===== src/rtl/mne_pkg.sv =====
`default_nettype none
package mne_pkg;

  // Sample and accumulator widths
  localparam int SAMPLE_W    = 16;
  localparam int DEV_W       = 18;
  localparam int ACC_W       = 32;
  localparam int WIN_W       = 36;
  localparam int NOISE_W     = 25;
  localparam int TC_W        = 4;
  localparam int SETTLE_W    = 20;

  // Estimator window: 16 blocks of T samples each, i.e. 16 time constants
  localparam int BLOCKS      = 16;
  localparam int BLOCKS_LOG2 = 4;
  localparam int FIFO_W      = 4 * ACC_W;

  // Sample rate; time constant T = 2**tcSel samples of this rate
  localparam int SAMPLE_RATE_HZ = 512;

  // Slope selector codes
  localparam logic [1:0] SLOPE_6DB  = 2'h0;
  localparam logic [1:0] SLOPE_12DB = 2'h1;
  localparam logic [1:0] SLOPE_18DB = 2'h2;
  localparam logic [1:0] SLOPE_24DB = 2'h3;

  // Noise bandwidth = NUM / (DEN * T), indexed by slope
  localparam logic [3:0][2:0] NOISE_BW_NUM = {3'h5, 3'h3, 3'h1, 3'h1};
  localparam logic [3:0][6:0] NOISE_BW_DEN = {7'h40, 7'h20, 7'h08, 7'h04};

  // 99 % settling time in units of T, indexed by slope
  localparam logic [3:0][3:0] WAIT_MULT = {4'ha, 4'h9, 4'h7, 4'h5};

  // Q0.16 gain: 1.2533 * sqrt(1/(NUM/DEN)) / sqrt(512), even and odd tc codes
  localparam int          K_FRAC     = 16;
  localparam logic [3:0][15:0] RMS_K_EVEN = {16'h32bb, 16'h2e50, 16'h281a, 16'h1c5c};
  localparam logic [3:0][15:0] RMS_K_ODD  = {16'h23e0, 16'h20bf, 16'h1c5b, 16'h140e};

  typedef enum {MNE_IDLE, MNE_DRAIN, MNE_LOAD} mne_state_t;

endpackage
`default_nettype wire


===== src/rtl/mne_stream_if.sv =====
`timescale 1ns/1ns
`default_nettype none
interface mne_stream_if #(
  parameter int W = 8
);
  logic [W-1:0] inData;
  logic         inValid;
  logic         inReady;
  logic [W-1:0] outData;
  logic         outValid;
  logic         outReady;
  logic         flush;
  logic         full;

  modport fifo (
    input  inData, inValid, outReady, flush,
    output inReady, outData, outValid, full
  );
  modport user (
    output inData, inValid, outReady, flush,
    input  inReady, outData, outValid, full
  );
endinterface
`default_nettype wire


===== src/rtl/mne_fifo.sv =====
`timescale 1ns/1ns
`default_nettype none
module mne_fifo #(
  parameter int WIDTH = 8,
  parameter int DEPTH = 16
) (
  input wire logic   clk,
  input wire logic   rst_n,
  mne_stream_if.fifo s
);
  localparam int AW = $clog2(DEPTH);

  logic [WIDTH-1:0] mem [DEPTH];
  logic [AW-1:0]    wrPtr_reg;
  logic [AW-1:0]    rdPtr_reg;
  logic [AW:0]      count_reg;
  logic [WIDTH-1:0] outData_reg;
  wire [AW-1:0]     rdPtrNext;
  wire              push;
  wire              pop;

  assign s.full     = (count_reg == DEPTH[AW:0]);
  assign s.inReady  = !s.full;
  assign s.outValid = (count_reg != '0);
  assign s.outData  = outData_reg;
  assign rdPtrNext  = pop ? rdPtr_reg + 1'b1 : rdPtr_reg;
  assign push       = s.inValid && s.inReady;
  assign pop        = s.outValid && s.outReady;

  always_ff @(posedge clk) begin
    if (!rst_n || s.flush) begin
      wrPtr_reg <= '0;
      rdPtr_reg <= '0;
      count_reg <= '0;
    end else begin
      if (push) begin
        wrPtr_reg <= wrPtr_reg + 1'b1;
      end
      if (pop) begin
        rdPtr_reg <= rdPtr_reg + 1'b1;
      end
      if (push && !pop) begin
        count_reg <= count_reg + 1'b1;
      end else if (pop && !push) begin
        count_reg <= count_reg - 1'b1;
      end
    end
  end

  always_ff @(posedge clk) begin
    if (push) begin
      mem[wrPtr_reg] <= s.inData;
    end
  end

  // Head word registered; a push into the head slot bypasses the array
  always_ff @(posedge clk) begin
    if (push && (wrPtr_reg == rdPtrNext)) begin
      outData_reg <= s.inData;
    end else begin
      outData_reg <= mem[rdPtrNext];
    end
  end
endmodule // mne_fifo
`default_nettype wire


===== src/rtl/mne_noise_estimator.sv =====
// Function
// - Noise bandwidth from slope and time constant
// - Settling taken as 5T/7T/9T/10T
// - Update X and Y every 512 Hz sample
// - Moving mean; deviation is sample minus mean
// - Moving average of deviation magnitudes
// - Fixed gain turns deviation into RMS
// - Averaging length chosen as 16 time constants
// - Normalise by root of noise bandwidth
// - Estimation takes samples only in the idle state and not during a restart
// - Sensitivity change restarts estimate settling
// - Independent X and Y estimators
`timescale 1ns/1ns
`default_nettype none
module mne_noise_estimator (
  input  wire logic                         clk,
  input  wire logic                         rst_n,
  input  wire logic signed [15:0]           sampleX,
  input  wire logic signed [15:0]           sampleY,
  input  wire logic                         sampleValid,
  output logic                              sampleReady,
  input  wire logic [3:0]                   tcSel,
  input  wire logic [1:0]                   slopeSel,
  input  wire logic                         sensChange,
  output logic [24:0]                       noiseX,
  output logic [24:0]                       noiseY,
  output logic                              noiseValid,
  output logic                              filterSettled,
  output logic [2:0]                        noiseBwNum,
  output logic [6:0]                        noiseBwDen,
  output logic [3:0]                        waitMult
);
  localparam int SW = mne_pkg::SAMPLE_W;
  localparam int AW = mne_pkg::ACC_W;
  localparam int WW = mne_pkg::WIN_W;
  localparam int DW = mne_pkg::DEV_W;

  mne_stream_if #(.W(mne_pkg::FIFO_W)) blk ();

  mne_fifo #(
    .WIDTH (mne_pkg::FIFO_W),
    .DEPTH (mne_pkg::BLOCKS)
  ) u_fifo (
    .clk   (clk),
    .rst_n (rst_n),
    .s     (blk.fifo)
  );

  mne_pkg::mne_state_t               state_reg;
  mne_pkg::mne_state_t               state_next;
  logic [mne_pkg::TC_W-1:0]          tc_reg;
  logic [1:0]                        slope_reg;
  logic [15:0]                       blkCnt_reg;
  logic [mne_pkg::SETTLE_W-1:0]      settleCnt_reg;
  logic                              noiseValid_reg;
  logic                              filterSettled_reg;
  logic [mne_pkg::FIFO_W-1:0]        hold_reg;
  logic [mne_pkg::NOISE_W-1:0]       noise_reg [2];

  wire signed [SW-1:0]               sampleIn [2];
  wire                               restart;
  wire                               sampleTake;
  wire                               blockEnd;
  wire                               drainFire;
  wire                               loadFire;
  wire [15:0]                        tcLen;
  wire [4:0]                         winShift;
  wire [3:0]                         halfShift;
  wire [15:0]                        kSel;
  wire [mne_pkg::SETTLE_W-1:0]       waitLimit;
  wire [mne_pkg::FIFO_W-1:0]         holdNext;

  assign sampleIn[0] = sampleX;
  assign sampleIn[1] = sampleY;

  // new sensitivity or filter setting restarts
  assign restart    = sensChange || (tcSel != tc_reg) || (slopeSel != slope_reg);
  // strobe accepted whenever idle, unless a restart blocks it
  assign sampleReady = (state_reg == mne_pkg::MNE_IDLE);
  assign sampleTake = sampleValid && sampleReady && !restart;
  // a block spans T samples, 16 blocks form the window
  assign tcLen      = 16'h1 << tc_reg;
  assign blockEnd   = sampleTake && (blkCnt_reg == tcLen - 16'h1);
  // window of 16 T, both averages
  assign winShift   = 5'(mne_pkg::BLOCKS_LOG2) + {1'b0, tc_reg};
  assign halfShift  = 4'(({1'b0, tc_reg} + 5'h1) >> 1);
  // gain carries inverse root bandwidth, odd codes 1/sqrt2
  assign kSel       = tc_reg[0] ? mne_pkg::RMS_K_ODD[slope_reg] : mne_pkg::RMS_K_EVEN[slope_reg];
  // bandwidth fraction per slope, in units of 1/T
  assign noiseBwNum = mne_pkg::NOISE_BW_NUM[slope_reg];
  assign noiseBwDen = mne_pkg::NOISE_BW_DEN[slope_reg];
  // settling multiple of T per slope
  assign waitMult   = mne_pkg::WAIT_MULT[slope_reg];
  assign waitLimit  = {16'h0, waitMult} << tc_reg;

  assign drainFire  = blk.outValid && blk.outReady;
  assign loadFire   = blk.inValid && blk.inReady;
  assign blk.outReady = (state_reg == mne_pkg::MNE_DRAIN);
  assign blk.inValid  = (state_reg == mne_pkg::MNE_LOAD);
  assign blk.inData   = hold_reg;
  assign blk.flush    = restart;

  assign noiseX        = noise_reg[0];
  assign noiseY        = noise_reg[1];
  assign noiseValid    = noiseValid_reg;
  assign filterSettled = filterSettled_reg;

  always_comb begin
    state_next = state_reg;
    case (state_reg)
      mne_pkg::MNE_IDLE: begin
        if (blockEnd) begin
          state_next = blk.full ? mne_pkg::MNE_DRAIN : mne_pkg::MNE_LOAD;
        end
      end
      mne_pkg::MNE_DRAIN: begin
        if (drainFire) begin
          state_next = mne_pkg::MNE_LOAD;
        end
      end
      mne_pkg::MNE_LOAD: begin
        if (loadFire) begin
          state_next = mne_pkg::MNE_IDLE;
        end
      end
      default: begin
        state_next = mne_pkg::MNE_IDLE;
      end
    endcase
  end

  always_ff @(posedge clk) begin
    if (!rst_n || restart) begin
      state_reg <= mne_pkg::MNE_IDLE;
    end else begin
      state_reg <= state_next;
    end
  end

  always_ff @(posedge clk) begin
    if (!rst_n) begin
      tc_reg    <= '0;
      slope_reg <= mne_pkg::SLOPE_12DB;
    end else begin
      tc_reg    <= tcSel;
      slope_reg <= slopeSel;
    end
  end

  always_ff @(posedge clk) begin
    if (!rst_n || restart) begin
      blkCnt_reg        <= '0;
      settleCnt_reg     <= '0;
      noiseValid_reg    <= 1'b0;
      filterSettled_reg <= 1'b0;
      hold_reg          <= '0;
    end else begin
      if (sampleTake) begin
        blkCnt_reg <= blockEnd ? 16'h0 : blkCnt_reg + 16'h1;
        if (settleCnt_reg != {mne_pkg::SETTLE_W{1'b1}}) begin
          settleCnt_reg <= settleCnt_reg + 1'b1;
        end
      end
      if (blockEnd) begin
        hold_reg <= holdNext;
      end
      if (blk.full) begin
        noiseValid_reg <= 1'b1;
      end
      // settled once wait time has passed
      filterSettled_reg <= (settleCnt_reg >= waitLimit);
    end
  end

  // one estimator per channel, nothing shared but timing
  for (genvar ch = 0; ch < 2; ch++) begin : g_chan
    logic signed [WW-1:0] winSum_reg;
    logic [WW-1:0]        absWin_reg;
    logic signed [AW-1:0] blkSum_reg;
    logic [AW-1:0]        blkAbs_reg;

    wire signed [WW-1:0]  meanWide;
    wire signed [DW-1:0]  dev;
    wire [DW-1:0]         absDev;
    wire signed [AW-1:0]  sumNext;
    wire [AW-1:0]         absNext;
    wire signed [AW-1:0]  popSum;
    wire [AW-1:0]         popAbs;
    wire signed [AW-1:0]  holdSum;
    wire [AW-1:0]         holdAbs;
    wire [WW-1:0]         absAvgWide;
    wire [32:0]           rmsProd;
    wire [40:0]           scaled;

    // mean of window, deviation from it
    assign meanWide = winSum_reg >>> winShift;
    assign dev      = DW'(sampleIn[ch]) - meanWide[DW-1:0];
    // magnitude of deviation feeds the second average
    assign absDev   = dev[DW-1] ? DW'(-dev) : dev;
    assign sumNext  = blkSum_reg + AW'(sampleIn[ch]);
    assign absNext  = blkAbs_reg + AW'(absDev);

    assign popSum   = blk.outData[ch*2*AW +: AW];
    assign popAbs   = blk.outData[ch*2*AW+AW +: AW];
    assign holdSum  = hold_reg[ch*2*AW +: AW];
    assign holdAbs  = hold_reg[ch*2*AW+AW +: AW];
    assign holdNext[ch*2*AW +: 2*AW] = {absNext, sumNext};

    assign absAvgWide = absWin_reg >> winShift;
    // fixed Gaussian factor folded into kSel
    assign rmsProd    = absAvgWide[16:0] * kSel;
    assign scaled     = {8'h0, rmsProd} << halfShift;

    always_ff @(posedge clk) begin
      if (!rst_n || restart) begin
        blkSum_reg <= '0;
        blkAbs_reg <= '0;
      end else if (sampleTake) begin
        blkSum_reg <= blockEnd ? '0 : sumNext;
        blkAbs_reg <= blockEnd ? '0 : absNext;
      end
    end

    // oldest block leaves before the newest enters
    always_ff @(posedge clk) begin
      if (!rst_n || restart) begin
        winSum_reg <= '0;
        absWin_reg <= '0;
      end else if (drainFire) begin
        winSum_reg <= winSum_reg - WW'(popSum);
        absWin_reg <= absWin_reg - WW'(popAbs);
      end else if (loadFire) begin
        winSum_reg <= winSum_reg + WW'(holdSum);
        absWin_reg <= absWin_reg + WW'(holdAbs);
      end
    end

    // output refreshed on every accepted sample
    always_ff @(posedge clk) begin
      if (!rst_n || restart) begin
        noise_reg[ch] <= '0;
      end else if (sampleTake) begin
        noise_reg[ch] <= scaled[40:mne_pkg::K_FRAC];
      end
    end
  end

endmodule // mne_noise_estimator
`default_nettype wire


===== config.mk =====
export PLATFORM = sky130hd
export DESIGN_NAME = mne_noise_estimator
export DESIGN_NICKNAME = d
export VERILOG_FILES = /design/src/rtl/mne_pkg.sv /design/src/rtl/mne_stream_if.sv /design/src/rtl/mne_fifo.sv /design/src/rtl/mne_noise_estimator.sv
export SDC_FILE = /design/constraint.sdc
export NUM_CORES = 2
export LEC_CHECK = 0
export ABC_CLOCK_PERIOD_IN_PS = 11700
export BUFFER_PORTS_ARGS = -buffer_cell sky130_fd_sc_hd__buf_4
export CAP_MARGIN = 10
export CELL_PAD_IN_SITES_DETAIL_PLACEMENT = 1
export CELL_PAD_IN_SITES_GLOBAL_PLACEMENT = 2
export CORE_MARGIN = 2
export CORE_UTILIZATION = 46
export DETAILED_ROUTE_END_ITERATION = 7
export GPL_TIMING_DRIVEN = 0
export PLACE_DENSITY_LB_ADDON = 0.05
export SYNTH_ARGS = -nofsm -noshare
export SYNTH_HDL_FRONTEND = slang
export SYNTH_SLANG_ARGS = --single-unit

===== constraint.sdc =====
create_clock -name clk -period 11.7 [get_ports clk]
set_input_delay 1.17 -clock clk [delete_from_list [all_inputs] [get_ports clk]]
set_output_delay 1.17 -clock clk [all_outputs]
set_load 0.01 [all_outputs]

# --- Yosys cells after proc, flatten, opt, wreduce, memory -nomap -nowiden ---
# Memory sizes are Yosys's and may differ from the RTL's. A register that Yosys moved wholly into a read port is not among the register bits.
# Index checks and enable logic that the tools add are counted.
op_classes:
  n_addsub: 25
  n_mul: 2
  n_div: 0
  n_lt_le_gt_ge: 2
  eq_ne: 12
  n_shift: 8
  muxes: 43
  bitwise_logic: 2
  n_reduce_logical: 22
ops:
  columns: ["operator", "n"]
  rows:
  - ["2-to-1 mux 36 bit", 8]
  - ["2-to-1 mux 32 bit", 7]
  - ["adder 36 x 32 -> 36 bit", 4]
  - ["subtractor 36 x 32 -> 36 bit", 4]
  - ["one-hot mux 32 bit (3 select lines)", 1]
  - ["left shift 33 x 4 -> 41 bit", 2]
  - ["right shift 36 x 5 -> 17 bit", 2]
  - [">>> shifter 36 x 5 -> 18 bit", 2]
  - ["multiplier 17 x 16 -> 33 bit", 2]
  - ["adder 32 x 16 -> 32 bit", 2]
  - ["adder 32 x 18 -> 32 bit", 2]
  - ["binary-select mux 16 bit (select 2 bit)", 2]
  - ["equality test 32 x 2 -> 1 bit, second input constant", 2]
  - ["zero test 32 bit", 2]
  - ["2-to-1 mux 16 bit", 4]
  - ["2-to-1 mux 25 bit", 2]
  - ["2-to-1 mux 18 bit", 2]
  - ["negator 18 bit", 2]
  - ["subtractor 18 bit", 2]
  - ["equality test 32 x 1 -> 1 bit, second input constant", 1]
  - ["equality test 32 x 3 -> 1 bit, second input constant", 1]
  - ["adder 20 x 1 -> 20 bit, second input constant", 1]
  - ["greater-or-equal comparator 20 bit", 1]
  - ["!= test 20 bit, second input constant", 1]
  - ["33 further kinds", 57]
totals:
  regBits: 489
  latchBits: 0
  ram_bits: 2098
  romBits: 0
  input_bits: 42
  output_inout_bits: 67
  wordCells: 137
  memories: 2
mem_list:
  columns: ["memory", "depth", "width", "rd", "rd_clocked_by_memory_dff", "write_ports", "line_no", "text"]
  rows:
  - ["u_fifo.mem", 16, 128, 1, 1, 1, "mne_fifo.sv:13", "logic [WIDTH-1:0] mem [DEPTH];"]
  - ["noise_reg", 2, 25, 2, 0, 2, "mne_noise_estimator.sv:58", "logic [mne_pkg::NOISE_W-1:0] noise_reg [2];"]

# --- Logic depth before layout (Yosys ltp) ---
depth:
  ltp_word: 9
  ltp_mapped: 39
  depth_no_buf: 33

# --- Hierarchy ---
# Synthesis repeated with hierarchy kept, for this count alone.
hier_totals:
  cells_unflattened: 10855
  hier_area_um2: 136577.2
modules_own_cells:
  columns: ["module", "n_inst", "cells_each", "area_per_inst_um2", "seq_area_each_um2"]
  rows:
  - ["mne_fifo", 1, 3244, 77304.1, 61839.3]
  - ["mne_noise_estimator", 1, 7611, 59273.1, 10430.0]

# --- Least setup slack after synthesis ---
# No wires, ideal clock.
synth_timing:
  path_kind: "reg-to-reg"
  start: "reg u_fifo.count_reg[0]"
  end: "mem u_fifo.mem[3][0] in the netlist's numbering, enable pin"
  setup_ns: 0.771
  arrival_time_ns: 9.884
  t_required_ns: 10.929
  slack_ns: 1.045
  stages_incl_launch_ff: 5
  n_path_buf: 0
  period_less_slack_ns: 10.655
  path_cell_list: "dfxtp_1 nor4_1 a21oi_1 nand2_1 nor3_1"
synth_between:
  elab_chain_cells: 5
synth_rtl:
  columns: ["item", "line_no", "text"]
  rows:
  - ["start: declaration", "mne_fifo.sv:16", "logic [AW:0] count_reg;"]
  - ["start signal: assignment", "mne_fifo.sv:43", "count_reg <= count_reg + 1'b1;"]
  - ["start signal: assignment", "mne_fifo.sv:45", "count_reg <= count_reg - 1'b1;"]
  - ["equality test 5 bit", "mne_fifo.sv:22", "assign s.full = (count_reg == DEPTH[AW:0]);"]
  - ["zero test 1 bit", "mne_fifo.sv:23", "assign s.inReady = !s.full;"]
  - ["logical AND 1 bit", null, null]
  - ["named net loadFire", "mne_noise_estimator.sv:65", "wire loadFire;"]
  - ["2-to-1 mux 1 bit", "mne_fifo.sv:51", "if (push) begin"]
  - ["2-to-1 mux 1 bit (not written as such)", "mne_fifo.sv:52", "mem[wrPtr_reg] <= s.inData;"]
  - ["end: declaration", "mne_fifo.sv:13", null]
# The timed path passes the listed nets, and every way through them passes these cells.

==> Implementation_results.wiki <==
{| class="wikitable"
! Metric !! Value
|-
| Status || complete, no violations
|-
| Portion of the clock cycle consumed by the worst path in the final layout || roughly 97%
|-
| Number of synthesized flops with an enable pin || 2098
|-
| Number of levels the H-tree was split into || 5
|-
| First drt pass iteration count || 6
|-
| Crit path max fanout || 10
|-
| Slack of the critical path || approximately 0.37 ns
|-
| Number of hold buffers added after cts || 0
|-
| Syn Area/Cell || about 13 um2
|-
| Starting Density || 46.3%
|-
| Endpoints failing hold || 0
|-
| CP startpoint kind || register
|-
| Clock tree from TritonCTS || yes
|-
| Number of antenna violations at the first check in global routing || 43
|-
| Critical Path AT || 11.95 ns
|-
| TritonCTS Buffers || 283
|-
| Depth of the most critical reg-to-reg path || 31
|-
| Share of synthesized cell area in full adder, half adder and majority cells || between 10% and 20%
|-
| Post-route clock skew || 0.0710 ns
|-
| Normalized max-slew margin || 2.44%
|-
| Flip-flop count of the largest register after layout || 2048
|-
| Clock edge transition at the registers on the reported setup and hold paths || 0.07 ns
|-
| Worst hold-check slack || 0.457 ns
|-
| Proportion of power drawn by combinational gates || 24.0%
|-
| Number of cells on the worst hold path || 2
|-
| Most common cell after layout, fill and taps aside || edfxtp_1
|-
| Worst Hold Launch || slopeSel[0]
|-
| Max VDD drop || 0.162 mV
|-
| Final setup TNS || 0 ns
|-
| First-pass GRT wire length || 758000 um
|-
| Logic depth of the worst setup path including buffers || 31
|-
| Vertical die dimension || 551 um
|-
| Total via count after detailed routing || ~97000
|-
| Crit Reg-Reg Startpoint || tc_reg[1]
|-
| Largest family of logic cells by synthesized area || multiplexers
|-
| Total global routing overflow || 0
|-
| Fin nets || 12200
|-
| Most used cells in the layout excluding fill and tap cells || edfxtp_1 (2098), nand2_1 (1148), nor2_1 (691), mux4_2 (684), a21oi_1 (604)
|-
| Sequential share of power || 39.6%
|-
| Sequential cell area fraction in the yosys report || 52.6%
|-
| Total leakage power || ~0.058 uW
|-
| Setup Crit Path Kind || reg -> reg
|-
| Iteration-0 DRC count of the detailed router || 9834
|-
| Horizontal die dimension || 551 um
|-
| Final setup violation count || 0
|-
| Sort of element at the end of the critical path || register
|-
| Number of placed I/O pins || 109
|-
| Min cycle time layout || ~11 ns
|-
| Clock Power Share || 36.4%
|-
| Critical Path RT || 12.33 ns
|-
| MaxCap Viol Count || 0
|-
| Worst path max stage delay || 0.62 ns
|-
| Sink Count || 2561
|-
| XOR/XNOR Fraction of Synth Area || approximately 3%
|-
| Worst-case hold path end point || slope_reg[0]
|-
| P&R area growth vs syn || 13.7%
|-
| Cell at the root of the clock tree || clkbuf_16
|-
| Wirelength per Cell || 34.8 um
|-
| Final number of max-transition violations || 0
|-
| Post-synthesis simple-gate area fraction || a little under 9%
|-
| Unrepaired setup endpoints after global routing || false
|-
| R2r setup slk || 0.37 ns
|-
| Leading register cell type out of synthesis || edfxtp_1
|-
| Synth Cell Area || roughly 140000 um2
|-
| P per Cell Area || 157 nW/um2
|-
| Cell seen most often among critical-path stages || fa_1
|-
| Number of global-route vias before repair || between 100k and 150k
|-
| Clk buf depth || 4
|-
| Pre-CTS setup slack || -2.34 ns
|-
| Power Internal || between 15000 and 20000 uW
|-
| Total routing resource utilization after global routing || 35.4%
|-
| Post-DR vias/cell || roughly 6.3
|-
| Peak Freq || 0.0883 GHz
|-
| Transition at the pin with the smallest max-transition slack || 1.46 ns
|-
| Floorplan Core Area || around 300000 um2
|-
| Highest-delay cell along the critical path || clkdlybuf4s15_2
|-
| Post-DP HPWL || 408000 um
|-
| Post-CTS repair timing setup buffer count || 0
|-
| Mux cell area share after synthesis || 13.0%
|-
| Share of async-settable or async-resettable flops after synthesis || 0%
|-
| Kind of cell adding the most delay to the critical path || adder cells
|-
| Gate count after technology mapping || 10700
|-
| Register with the most flip-flops || u_fifo.mem
|-
| DRC Markers || 0
|-
| Number of cell rows || 200
|-
| Detailed Route WL || approximately 540000 um
|-
| Yosys warnings || 0
|-
| Input/output buffers || 104
|-
| Reported net switching power || 7760 uW
|-
| Class of the most critical hold timing path || in -> reg
|-
| Number of distinct standard cells referenced by the synthesized netlist || 93
|-
| Fraction of final layout cells sized beyond drive strength 1 || 14.6%
|-
| Post-synthesis compound-gate area fraction || 9.16%
|-
| Worst-Skew Late Latency || ~0.95 ns
|-
| Maximum number of pins on one net before global-route repair || 52
|-
| Synth Register Bits || 2561
|-
| Number of nets with antenna violations after routing || 0
|-
| Gpl congestion || between 0.9 and 1
|-
| Number of fill cells || 29600
|-
| Die Footprint || 303000 um2
|-
| Worst R2R End || noise_reg[1][15]
|-
| Switching power share of the total || 31.6%
|-
| CP bufs+invs || 9
|}
[worst max path at each step]
stage | to | start | slack (ns)
2_1_floorplan | u_fifo.mem[3][0] | u_fifo.count_reg[0] | 1.05
3_3_place_gp | u_fifo.mem[3][88] | u_fifo.count_reg[0] | -13.09
3_5_place_dp | noise_reg[1][15] | tc_reg[1] | -2.34
4_1_cts | blk.inData[122] | tc_reg[1] | 0.0008
5_1_grt | noise_reg[1][15] | tc_reg[1] | 0.01
6_report | noise_reg[1][15] | tc_reg[1] | 0.37
[stage by stage]
| step | util, % | std cells | area [um2] | power, uW |
|---|---|---|---|---|
| after floorplan | - | 10700 | 137000 | 13800 |
| after global placement | 48.2 | 14700 | 143000 | 15600 |
| after detailed placement | 49.4 | 14900 | 147000 | 15700 |
| after CTS | 52.5 | 15400 | 156000 | 24600 |
| after global routing | 52.6 | 15400 | 156000 | 25500 |
| final | 52.6 | 15500 | 156000 | 24500 |
[timing repair]
| action | CTS | global route |
|---|---|---|
| resized for setup | 68 | 62 |
| endpoints found under the setup margin | 145 | 70 |
| pin swaps | 0 | 0 |
[layer usage]
| metal | track usage, % | up-vias | wire, um |
|---|---|---|---|
| li1 | - | 41000 | - |
| met1 | 46.6 | 51200 | 218000 |
| met2 | 57.6 | 4121 | 254000 |
| met3 | 5.60 | 956 | 37600 |
| met4 | 16.4 | 22 | 28700 |
| met5 | 0 | - | 151 |
[synth_stat cells (13+ instances only)]
library cell,number,area (um2)
o211ai_1,43,323
a22o_1,123,1080
nand2b_1,76,475
a311oi_1,26,228
nand4_1,44,275
o21ai_0,418,2090
nor2b_1,98,613
nor3b_1,14,105
or2_2,19,119
mux2_2,71,800
dfxtp_1,463,9270
o21bai_1,28,210
xor2_1,212,1860
a31oi_1,71,444
mux2i_1,162,1620
fa_1,367,7350
or3_1,62,388
or4_1,13,97.6
a221oi_1,13,114
o31a_1,23,201
clkbuf_1,439,1650
o31ai_1,28,210
o21a_1,82,616
xnor2_1,270,2360
nand2_1,1148,4310
nor4_1,48,300
a211o_1,14,123
nand3_1,109,546
a211oi_1,155,1160
edfxtp_1,2098,63000
a21oi_1,609,3050
a21boi_0,17,128
buf_1,111,417
nor2_1,704,2640
mux4_2,684,15400
nor3_1,132,661
ha_1,548,6860
a21o_1,172,1290
inv_1,551,2070
and3_1,73,457
and2_1,108,676
[kinds of logic after synthesis]
family / count (synthesis)
simple gates: 2696
flops: 2561
compound gates: 1973
buf+inv: 1119
mux: 917
fa+ha+maj: 915
xor+xnor: 482
other cells: 2
[cell type report]
type	instances	area (um2)	area share [%]
Multi-Input combinational cell	6987	61200	39.2
Inverter	556	2090	1.34
Tap cell	3939	4930	3.15
Clock inverter	157	1670	1.07
Buffer	562	2330	1.49
Timing Repair Buffer	322	4370	2.79
Antenna cell	22	55.1	0.0352
Sequential cell	2561	72300	46.2
Clock buffer	349	7420	4.75
[power groups by stage]
stage | combinational (uW) | sequential (uW) | clock, uW
CTS | 5860 | 9720 | 9000
global route | 6470 | 9720 | 9300
global placement | 5720 | 9920 | 0
finish | 5890 | 9720 | 8920
detailed placement | 5810 | 9920 | 0
floorplan | 3910 | 9920 | 0
(Power assumes the default switching activity.)
